[config.mk]
export PLATFORM = sky130hd
export DESIGN_NAME = rsp_serial_clock_out_pin
export DESIGN_NICKNAME = d
export VERILOG_FILES = /design/src/rtl/rsp_pkg.sv /design/src/rtl/rsp_nco.sv /design/src/rtl/rsp_serial_clock_out_pin.sv
export SDC_FILE = /design/constraint.sdc
export NUM_CORES = 1
export LEC_CHECK = 0
export ABC_AREA = 0
export BUFFER_PORTS_ARGS = -buffer_cell sky130_fd_sc_hd__buf_2
export CORE_MARGIN = 4
export CORE_UTILIZATION = 60
export CTS_BUF_LIST = sky130_fd_sc_hd__clkbuf_4 sky130_fd_sc_hd__clkbuf_8
export DETAILED_ROUTE_END_ITERATION = 10
export GPL_ROUTABILITY_DRIVEN = 0
export PLACE_DENSITY = 0.85
export SLEW_MARGIN = 10
export SYNTH_ARGS = -nofsm -noshare
export SYNTH_HDL_FRONTEND = slang
export SYNTH_SLANG_ARGS = --single-unit
[constraint.sdc]
create_clock -name clk -period 10.1 [get_ports clk]
set_input_delay 0.505 -clock clk [delete_from_list [all_inputs] [get_ports clk]]
set_output_delay 0.505 -clock clk [all_outputs]
set_load 0.1 [all_outputs]
[src/rtl/rsp_pkg.sv]
package rsp_pkg;

  localparam int unsigned CLK_HZ    = 100000000;
  localparam int unsigned OUT_HZ_HI  = 32768;
  localparam int unsigned OUT_HZ_MID = 1024;
  localparam int unsigned OUT_HZ_LO  = 1;
  localparam int unsigned NCO_W     = 32;

  // phase increment per clk for a 2^NCO_W accumulator, rounded to nearest
  localparam logic [31:0] INC_HI  = 32'(((64'(OUT_HZ_HI) << NCO_W) + 64'(CLK_HZ / 2)) / 64'(CLK_HZ));
  localparam logic [31:0] INC_MID = 32'(((64'(OUT_HZ_MID) << NCO_W) + 64'(CLK_HZ / 2)) / 64'(CLK_HZ));
  localparam logic [31:0] INC_LO  = 32'(((64'(OUT_HZ_LO) << NCO_W) + 64'(CLK_HZ / 2)) / 64'(CLK_HZ));

  localparam logic [3:0] MODE_WRITE   = 4'h1;
  localparam logic [3:0] MODE_READ    = 4'h9;
  localparam logic [3:0] ADDR_EXT     = 4'hD;
  localparam int unsigned SEL_LSB     = 2;
  localparam logic [1:0] SEL_32K      = 2'h0;
  localparam logic [1:0] SEL_1K       = 2'h1;
  localparam logic [1:0] SEL_1HZ      = 2'h2;
  localparam logic [1:0] SEL_GATED    = 2'h3;
  localparam logic [7:0] EXT_RESET    = 8'h0C;
  localparam logic [2:0] BIT_LAST     = 3'h7;

  typedef enum logic [2:0] {
    RSP_IDLE,
    RSP_CMD,
    RSP_WRITE,
    RSP_READ,
    RSP_IGNORE
  } rsp_state_t;

  typedef struct packed {
    logic [1:0] ce;
    logic [2:0] sclk;
    logic [1:0] din;
    logic [1:0] oe_en;
    logic [1:0] halt;
  } rsp_sync_t;

  typedef struct packed {
    rsp_sync_t       sy;
    rsp_state_t      st;
    logic [7:0]      sh;
    logic [2:0]      cnt;
    logic [3:0]      addr;
    logic [15:0][7:0] mem;
    logic            sd_out;
    logic            sd_oe;
    logic            ck_out;
    logic            ck_oe;
  } rsp_regs_t;

endpackage

[src/rtl/rsp_nco.sv]
`timescale 1ns/1ps
module rsp_nco
  import rsp_pkg::*;
#(
  parameter logic [31:0] INC = 32'h0000_0001
) (
  input  wire logic clk,
  input  wire logic rst,
  output logic      wave
);

  logic [31:0] acc_ff;
  logic [31:0] nxt_acc;

  // fractional divider: edges jitter by one clk, mean rate follows the crystal
  always_comb
  begin
    nxt_acc = acc_ff + INC;
  end

  always_ff @(posedge clk or posedge rst)
  begin
    if (rst)
      acc_ff <= 32'h0000_0000;
    else
      acc_ff <= nxt_acc;
  end

  assign wave = acc_ff[31];

endmodule // rsp_nco

[src/rtl/rsp_serial_clock_out_pin.sv]
`timescale 1ns/1ps
// Summary of operation
// [RQ1] select 00/01/10 drive 32768, 1024, 1 Hz push-pull whatever enable says
// [RQ2] select 11 drives 32768 Hz if enable high, else output floats
// [RQ3] reset sets both select bits, giving 32768 Hz when enable is high
// [RQ4] gating by enable pin alone only ever yields 32768 Hz
// [RQ5] clock-halt keeps 32768 and 1024 Hz but suppresses the 1 Hz choice
// [RQ6] host raises chip select, sends one byte of address and mode, then whole bytes
// [RQ7] address, mode and data shift most significant bit first
// [RQ8] address increments after each byte, wrapping F to 0
// [RQ9] chip select falling mid-byte discards the partial write byte
// [RQ10] mode code 1 selects write, 9 selects read
// [RQ11] any other mode code ignores the rest and keeps data pin floating
// [RQ12] select bits live in extension register D bits 3:2
// [RQ13] clock output derives from the on-chip clock, push-pull
// [RQ14] first byte holds address high nibble, mode low nibble
// [RQ15] data pin driven only while shifting read data
module rsp_serial_clock_out_pin
  import rsp_pkg::*;
(
  input  wire logic clk,
  input  wire logic rst,
  input  wire logic chip_select,
  input  wire logic serial_clk,
  input  wire logic serial_data_in,
  output logic      serial_data_out,
  output logic      serial_data_oe,
  input  wire logic clock_out_enable_pin,
  input  wire logic clock_halt,
  output logic      clock_out_pin,
  output logic      clock_out_oe
);

  rsp_regs_t r_ff;
  rsp_regs_t nxt_r;
  logic      w_hi;
  logic      w_mid;
  logic      w_lo;
  logic      ce_s;
  logic      rise;
  logic      fall;
  logic      din_s;
  logic [7:0] byte_in;
  logic [1:0] freq_select_field;
  logic      freq_select_hi;
  logic      freq_select_lo;

  rsp_nco #(.INC(INC_HI))  u_hi  (.clk(clk), .rst(rst), .wave(w_hi)); // RQ13
  rsp_nco #(.INC(INC_MID)) u_mid (.clk(clk), .rst(rst), .wave(w_mid));
  rsp_nco #(.INC(INC_LO))  u_lo  (.clk(clk), .rst(rst), .wave(w_lo));

  // only the second sync stage and later feed logic
  assign ce_s    = r_ff.sy.ce[1];
  assign din_s   = r_ff.sy.din[1];
  assign rise    = r_ff.sy.sclk[1] & ~r_ff.sy.sclk[2];
  assign fall    = ~r_ff.sy.sclk[1] & r_ff.sy.sclk[2];
  assign byte_in = {r_ff.sh[6:0], din_s}; // RQ7
  assign freq_select_field = r_ff.mem[ADDR_EXT][SEL_LSB +: 2]; // RQ12
  assign freq_select_hi    = freq_select_field[1];
  assign freq_select_lo    = freq_select_field[0];

  always_comb
  begin
    nxt_r = r_ff;
    nxt_r.sy.ce    = {r_ff.sy.ce[0], chip_select};
    nxt_r.sy.sclk  = {r_ff.sy.sclk[1:0], serial_clk};
    nxt_r.sy.din   = {r_ff.sy.din[0], serial_data_in};
    nxt_r.sy.oe_en = {r_ff.sy.oe_en[0], clock_out_enable_pin};
    nxt_r.sy.halt  = {r_ff.sy.halt[0], clock_halt};

    if (!ce_s)
    begin
      // a byte still in the shifter is simply dropped
      nxt_r.st     = RSP_IDLE; // RQ9
      nxt_r.cnt    = 3'h0;
      nxt_r.sd_oe  = 1'b0; // RQ15
    end
    else
    begin
      unique case (r_ff.st)
        RSP_IDLE:
        begin
          nxt_r.st  = RSP_CMD; // RQ6
          nxt_r.cnt = 3'h0;
        end
        RSP_CMD:
        begin
          if (rise)
          begin
            nxt_r.sh  = byte_in;
            nxt_r.cnt = r_ff.cnt + 3'h1;
            if (r_ff.cnt == BIT_LAST)
            begin
              nxt_r.addr = byte_in[7:4]; // RQ14
              if (byte_in[3:0] == MODE_WRITE)
                nxt_r.st = RSP_WRITE; // RQ10
              else if (byte_in[3:0] == MODE_READ)
                nxt_r.st = RSP_READ; // RQ10
              else
                nxt_r.st = RSP_IGNORE; // RQ11
            end
          end
        end
        RSP_WRITE:
        begin
          if (rise)
          begin
            nxt_r.sh  = byte_in;
            nxt_r.cnt = r_ff.cnt + 3'h1;
            if (r_ff.cnt == BIT_LAST)
            begin
              nxt_r.mem[r_ff.addr] = byte_in; // RQ6
              nxt_r.addr = r_ff.addr + 4'h1; // RQ8
            end
          end
        end
        RSP_READ:
        begin
          if (fall)
          begin
            // register read live, so each bit reflects the current value
            nxt_r.sd_out  = r_ff.mem[r_ff.addr][BIT_LAST - r_ff.cnt]; // RQ7
            nxt_r.sd_oe   = 1'b1; // RQ15
            nxt_r.cnt     = r_ff.cnt + 3'h1;
            if (r_ff.cnt == BIT_LAST)
              nxt_r.addr = r_ff.addr + 4'h1; // RQ8
          end
        end
        RSP_IGNORE:
        begin
          nxt_r.sd_oe = 1'b0; // RQ11
        end
        default:
        begin
          nxt_r.st = RSP_IDLE;
        end
      endcase
    end

    // clock output path
    nxt_r.ck_oe = 1'b1; // RQ1
    unique case (freq_select_field)
      SEL_32K:   nxt_r.ck_out = w_hi; // RQ1
      SEL_1K:    nxt_r.ck_out = w_mid; // RQ1
      SEL_1HZ:   nxt_r.ck_out = w_lo & ~r_ff.sy.halt[1]; // RQ5
      SEL_GATED:
      begin
        // pin is parked low while floated so re-enabling never glitches high
        nxt_r.ck_out = w_hi & r_ff.sy.oe_en[1]; // RQ4
        nxt_r.ck_oe  = r_ff.sy.oe_en[1]; // RQ2
      end
    endcase
  end

  always_ff @(posedge clk or posedge rst)
  begin
    if (rst)
    begin
      r_ff <= '0;
      r_ff.st <= RSP_IDLE;
      r_ff.mem[ADDR_EXT] <= EXT_RESET; // RQ3
    end
    else
      r_ff <= nxt_r;
  end

  assign serial_data_out = r_ff.sd_out;
  assign serial_data_oe  = r_ff.sd_oe;
  assign clock_out_pin   = r_ff.ck_out;
  assign clock_out_oe    = r_ff.ck_oe;
endmodule // rsp_serial_clock_out_pin

== Yosys cells after proc, flatten, opt, wreduce, memory -nomap -nowiden ==
Index checks and enable logic that the tools add are counted.

* Bits of input ports: 7
* Output and inout bits: 4
* Register bits: 256
* Word-level logic and storage cells: 111

* Order comparisons: 3
* Reduce and logical (&&, ||, !) cells: 13
* Multiplexer cells: 27
* Equality and inequality tests: 23
* Add/sub/neg operators: 6
* Bitwise logic cells: 7

{| class="wikitable"
|+ Operators with widths
! kind !! count
|-
| 2-to-1 mux 142 bit || 1
|-
| 2-to-1 mux 132 bit || 1
|-
| bitwise mux 128 bit || 1
|-
| adder 32 x 16 -> 32 bit, second input constant || 1
|-
| adder 32 x 21 -> 32 bit, second input constant || 1
|-
| adder 32 x 6 -> 32 bit, second input constant || 1
|-
| binary-select mux 8 bit (select 4 bit) || 1
|-
| demux 8 bit (select 4 bit) || 1
|-
| 2-to-1 mux 18 bit || 1
|-
| 2-to-1 mux 8 bit || 2
|-
| 2-to-1 mux 3 bit || 5
|-
| != test 2 bit, second input constant || 7
|-
| one-hot mux 7 bit (2 select lines) || 1
|-
| != test 3 bit, second input constant || 4
|-
| one-hot mux 3 bit (4 select lines) || 1
|-
| one-hot mux 4 bit (3 select lines) || 1
|-
| AND reduction 4 bit || 3
|-
| one-hot mux 3 bit (3 select lines) || 1
|-
| 2-to-1 mux 4 bit || 2
|-
| AND reduction 8 bit || 1
|-
| 2-to-1 mux 7 bit || 1
|-
| == test 3 x 2 -> 1 bit, second input constant || 2
|-
| == test 3 bit, second input constant || 2
|-
| AND reduction 3 bit || 2
|-
| 26 further kinds || 35
|}

== Depth between registers and ports, before layout ==
* Depth after elaboration: 9
* Mapped depth: 10

== Hierarchy ==
From an unflattened synthesis, not the netlist that was laid out.

* Cells, all modules: 916
* Area total of the unflattened synthesis: 11785.1 sq um

{| class="wikitable"
|+ Modules (own cells, without submodules)
! module !! cells an instance !! instances !! area each (sq um)
|-
| rsp_serial_clock_out_pin || 532 || 1 || 7454.6
|-
| rsp_nco at u_hi || 142 || 1 || 1525.2
|-
| rsp_nco at u_lo || 121 || 1 || 1415.1
|-
| rsp_nco at u_mid || 121 || 1 || 1390.1
|}

== Worst setup path after synthesis ==
Ideal clock, no wire load.

* Path type: reg-to-reg
* From: register r_ff[132] (netlist name)
* To: register (tool-made name)
* Setup slack: 7.895 ns
* Clock period less this slack: 2.205 ns
* Setup time: 0.125 ns
* Stages on the path, launching flop included: 9
* Data arrival time: 2.080 ns
* Cells stage by stage: dfrtp_1 buf_2 buf_2 buf_2 inv_1 ha_1 nand2_1 nor3_2 mux2_2

{| class="wikitable"
|+ RTL lines
! what !! RTL line !! text
|-
| from (decl) || rsp_serial_clock_out_pin.sv:34 || <nowiki>rsp_regs_t r_ff;</nowiki>
|-
| from (signal assigned) || rsp_serial_clock_out_pin.sv:164 || <nowiki>r_ff <= nxt_r;</nowiki>
|}

== Final worst setup path ==
* From: register r_ff[134] (netlist name)
* To: register r_ff, in the netlist serial_data_out

* Longest elaborated chain between the ends: 4

{| class="wikitable"
|+ Ends and longest elaborated chain
! what !! RTL line !! text
|-
| binary-select mux 8 bit (select 4 bit) || rsp_serial_clock_out_pin.sv:122 || <nowiki>nxt_r.sd_out = r_ff.mem[r_ff.addr][BIT_LAST - r_ff.cnt];</nowiki>
|-
| 2-to-1 mux 8 bit (implied by the code) || rsp_serial_clock_out_pin.sv:122 ||
|-
| binary-select mux 1 bit (select 3 bit) || rsp_serial_clock_out_pin.sv:122 ||
|-
| 2-to-1 mux 1 bit (implied by the code) || rsp_serial_clock_out_pin.sv:122 ||
|}

No other way between the ends. The select of a mux whose other input is x is not followed.
A chain may end at the register's enable or synchronous reset.

==> qor_table.md <==
| Stage | Parameter | Value |
|---|---|---|
| cts | Hold buffer count at cts | 0 |
| die | Die area | 21,200 um2 |
| layout | Synth-to-Final Area Change | 9.66% |
| critical path | Worst-path maximum fanout | 19 |
| synth | Most common flop cell mapped by yosys | sky130_fd_sc_hd__dfrtp_1 |
| timing | Max-slew violation count | 0 |
| synth | Synth Cell Area | 11,300 um2 |
| timing | Post-route minimum period | 2.79 ns |
| timing | Endpoints failing setup | 0 |
| global routing | Antenna violations before repair | 0 |
| global routing | Overflow after GRT | 0 |
| layout | Area used by sequential logic in the layout | 6360 um2 |
| timing | Clock Skew | 0.0261 ns |
| die | Floorplan core area | 18,300 um2 |
| synth | Part of the Yosys area used for sequential elements | 56.1% |
| run status | Outcome | finished clean |
| power and ir drop | Total leakage power | 5.66 nW |
| synth | Number of distinct library cells after synthesis | 64 |
| layout | Diodes inserted | 0 |
| critical path | Count of cells along the worst register-to-register path | 7 |
| cts | Worst-skew pair later-pin latency | 0.56 ns |
| routing | Initial DRT Pass Iterations | 5 |
| layout | Count of nets after finishing | 902 |
| placed design | Count of buffers inserted at the top-level ports | 10 |
| critical path | Setup slack on the worst flop-to-flop path | 7.31 ns |
| layout | Non-Filler Instances | 1,144 |
| layout | Share of post-route cells with drive strength above 1 | 29.9% |
| power and ir drop | Switching share of power | 23.1% |
| power and ir drop | Proportion of power drawn by combinational gates | 2.0% |
| power and ir drop | Reported net switching power | 0.000474 W |
| critical path | Critical path arrival | 3.23 ns |
| power and ir drop | Total power | 0.00205 W |
| die | Height of the die | 145 um |
| cts | Buffers from clock root to sink, at most | 3 |
| synth | Number of storage elements in the synthesis netlist | 254 |
| min path | Tightest Hold Check Type | in -> reg |
| die | Total I/O pin count | 11 |
| die | Starting density of the core | 62.0% |
| synth | Async set or reset register ratio after synthesis | 100% |
| routing | Number of vias per cell after detailed routing | 6.07 |
| routing | Average detailed-routed wire length per instance | 19.2 um |
| timing | Setup TNS Final | 0 ns |
| global routing | Vias in the first global route | 7,220 |
| timing | Final hold viol count | 0 |
| power and ir drop | Worst IR drop on VDD | 0.000128 V |
| placed design | Number of cells after detailed placement | 1,071 |
| timing | Setup repair after global routing missed its margin | no |
| cts | CTS H-tree lvls | 2 |
| timing | Transition at the pin with the smallest max-transition slack | 0.989 ns |
| cts | CTS-repair resized insts | 0 |
| critical path | Type of the worst setup path | reg -> reg |
| routing | ANT nets after route | 0 |
| global routing | Largest net degree at the start of global routing | 137 |
| cts | TritonCTS clock tree | built |
| critical path | Endpoint of the worst register-to-register path | serial_data_out |
| cts | CTS Root Cell | sky130_fd_sc_hd__clkbuf_8 |
| power and ir drop | Power density normalized to cell area | 165 nW/um2 |
| cts | Buffer count from post-CTS setup fixing | 0 |
| critical path | Crit Reg-Reg Startpoint | r_ff[134] |
| layout | Count of filler cells inserted in the layout | 1,281 |
| timing | Relative slew slack | 34.1% |
| die | Total number of placement rows | 49 |
| cts | # clock sinks | 254 |
| placed design | HPWL Detailed | 14.0 mm |
| power and ir drop | Flop pwr share | 52.4% |
| layout | Footprint of the multi-input gates | 4740 um2 |
| global routing | Global-route wire length before repair | 37.3 mm |
| global routing | Aggregate global-route resource usage | 21.4% |
| routing | Number of DRC markers in iteration 0 | 518 |
| power and ir drop | Internal power | 0.00158 W |
| critical path | Crit. End Element | register |
| synth | Syn Nets | 883 |
| routing | Routed wire length | 21.9 mm |
| cts | Clock-pin slew on the worst setup and hold paths | 0.06 ns |
| timing | Crit share post-route | 27.6% |
| timing | Max Fclk | 358 MHz |
| critical path | Required time worst endpoint | 10.54 ns |
| die | Die X | 145 um |
| synth | Count of flip-flops with a built-in enable after synthesis | 0 |
| routing | Via Count | 6,939 |
| synth | Syn. warnings | 0 |
| critical path | Category of the worst setup path launch point | register |
| power and ir drop | Part of the total power dissipated in the clock network | 45.6% |
| run | Reported max-cap violation count | 0 |
| critical path | Worst setup endpoint | serial_data_out |
| synth | Synthesized instance count | 867 |
| critical path | Critical path launch point | r_ff[134] |
| routing | # DRC | 0 |
| cts | Number of buffers created by CTS | 42 |
| synth | Mean area per synthesized cell | 13.1 um2 |
## logic make-up (layout without fill, tap and decap cells)
| kind of cell | after synthesis | after routing | share of synthesized area [%] |
|---|---|---|---|
| buffers and inverters | 56 | 104 | 2.05 |
| flip-flops | 254 | 254 | 56.1 |
| XOR/XNOR | 86 | 86 | 6.65 |
| adder cells (fa/ha/maj) | 9 | 9 | 0.994 |
| AND/OR/NAND/NOR | 204 | 204 | 9.41 |
| multiplexers | 180 | 180 | 20.0 |
| AO/OA/AOI/OAI | 78 | 78 | 4.76 |
## cells in the final DEF (no fill, tap or decap), types with 8 or more instances in the layout
master                       n
sky130_fd_sc_hd__ha_1        9
sky130_fd_sc_hd__inv_1      16
sky130_fd_sc_hd__a21oi_1    11
sky130_fd_sc_hd__xnor2_1    59
sky130_fd_sc_hd__xor2_1     27
sky130_fd_sc_hd__nand2b_1   12
sky130_fd_sc_hd__buf_2      10
sky130_fd_sc_hd__mux2_2    135
sky130_fd_sc_hd__nor2_2     12
sky130_fd_sc_hd__nor2_1     38
sky130_fd_sc_hd__mux4_2     24
sky130_fd_sc_hd__clkbuf_8   55
sky130_fd_sc_hd__nand2_1    49
sky130_fd_sc_hd__nand4_1     8
sky130_fd_sc_hd__nor3_1      9
sky130_fd_sc_hd__dfrtp_1   250
sky130_fd_sc_hd__clkbuf_4   14
sky130_fd_sc_hd__nand3_1    33
sky130_fd_sc_hd__mux2i_1    21
sky130_fd_sc_hd__and3_1     13
sky130_fd_sc_hd__o21ai_0    15
## cell usage after synthesis (3+ instances only)
cell type	number	share of area (%)
sky130_fd_sc_hd__a211oi_1	3	0.20
sky130_fd_sc_hd__a21oi_1	11	0.49
sky130_fd_sc_hd__a22oi_1	3	0.20
sky130_fd_sc_hd__a31oi_1	5	0.28
sky130_fd_sc_hd__a32oi_1	3	0.23
sky130_fd_sc_hd__and3_1	13	0.72
sky130_fd_sc_hd__and4_1	4	0.31
sky130_fd_sc_hd__buf_1	13	0.43
sky130_fd_sc_hd__buf_2	6	0.26
sky130_fd_sc_hd__buf_4	4	0.26
sky130_fd_sc_hd__clkbuf_1	15	0.50
sky130_fd_sc_hd__dfrtp_1	252	56
sky130_fd_sc_hd__ha_1	9	0.99
sky130_fd_sc_hd__inv_1	17	0.56
sky130_fd_sc_hd__mux2_2	135	13
sky130_fd_sc_hd__mux2i_1	21	1.9
sky130_fd_sc_hd__mux4_2	24	4.8
sky130_fd_sc_hd__nand2_1	49	1.6
sky130_fd_sc_hd__nand2b_1	12	0.66
sky130_fd_sc_hd__nand3_1	33	1.5
sky130_fd_sc_hd__nand4_1	8	0.44
sky130_fd_sc_hd__nor2_1	38	1.3
sky130_fd_sc_hd__nor2_2	12	0.66
sky130_fd_sc_hd__nor2b_1	5	0.28
sky130_fd_sc_hd__nor3_1	9	0.40
sky130_fd_sc_hd__nor3_2	4	0.35
sky130_fd_sc_hd__o21a_1	6	0.40
sky130_fd_sc_hd__o21ai_0	15	0.66
sky130_fd_sc_hd__o21ai_1	3	0.13
sky130_fd_sc_hd__o31ai_1	4	0.26
sky130_fd_sc_hd__xnor2_1	59	4.6
sky130_fd_sc_hd__xor2_1	27	2.1
## per-stage QoR
stage	hold WS, ns	worst slack, ns	area, um2	util [%]
global placement	0.336	7.41	11500	63.1
floorplan	0.331	2.61	11300	-
finish	0.0467	7.31	12400	68.0
global route	0.0245	7.10	12400	68.0
CTS	0.0327	7.35	12400	68.0
detailed placement	0.337	7.37	11500	63.1
## worst min-delay path by stage
stage,startpoint,endpoint,slack [ns],cells after the start
6_report,serial_data_in,nxt_r[155],0.05,1
5_1_grt,serial_data_in,nxt_r[155],0.02,1
4_1_cts,serial_data_in,nxt_r[155],0.03,1
3_5_place_dp,nxt_r[160],ce_s,0.34,0
3_3_place_gp,nxt_r[155],byte_in[0],0.34,0
2_1_floorplan,nxt_r[155],byte_in[0],0.33,0
## worst max-delay path, stage by stage, from the launching register on
cell and delay (ns):
sky130_fd_sc_hd__dfrtp_1 0.80, sky130_fd_sc_hd__clkinv_1 0.49, sky130_fd_sc_hd__nand2_1 0.47, sky130_fd_sc_hd__nor3_1 0.11
sky130_fd_sc_hd__nor4b_1 0.35, sky130_fd_sc_hd__a32oi_1 0.15, sky130_fd_sc_hd__a22oi_1 0.23, sky130_fd_sc_hd__o31ai_1 0.08
## cell type report
class / count / share of cell area [%]
Timing Repair Buffer: 13 / 0.584
Multi-Input combinational cell: 557 / 38.2
Tap cell: 229 / 2.31
Inverter: 18 / 0.604
Clock inverter: 4 / 0.232
Clock buffer: 69 / 6.94
Sequential cell: 254 / 51.2
## routing by layer
| layer | GRT usage, % | part of all wire [%] | up-vias |
|---|---|---|---|
| met2 | 33.2 | 48 | 208 |
| met1 | 30.1 | 44 | 3538 |
| met4 | 7.17 | 2.8 | 0 |
| li1 | - | - | 3133 |
| met3 | 5.26 | 5.6 | 60 |
| met5 | 0 | 0 | - |
## power groups by stage
stage | Clock (W) | Sequential, W | Combinational (W)
after global routing | 0.00101 | 0.00108 | 0.0000480
after global placement | 0 | 0.00109 | 0.0000411
after floorplan | 0 | 0.00105 | 0.0000583
after detailed placement | 0 | 0.00109 | 0.0000424
after CTS | 0.000957 | 0.00107 | 0.0000424
final | 0.000936 | 0.00108 | 0.0000409
Power figures use the tool's default switching activity.
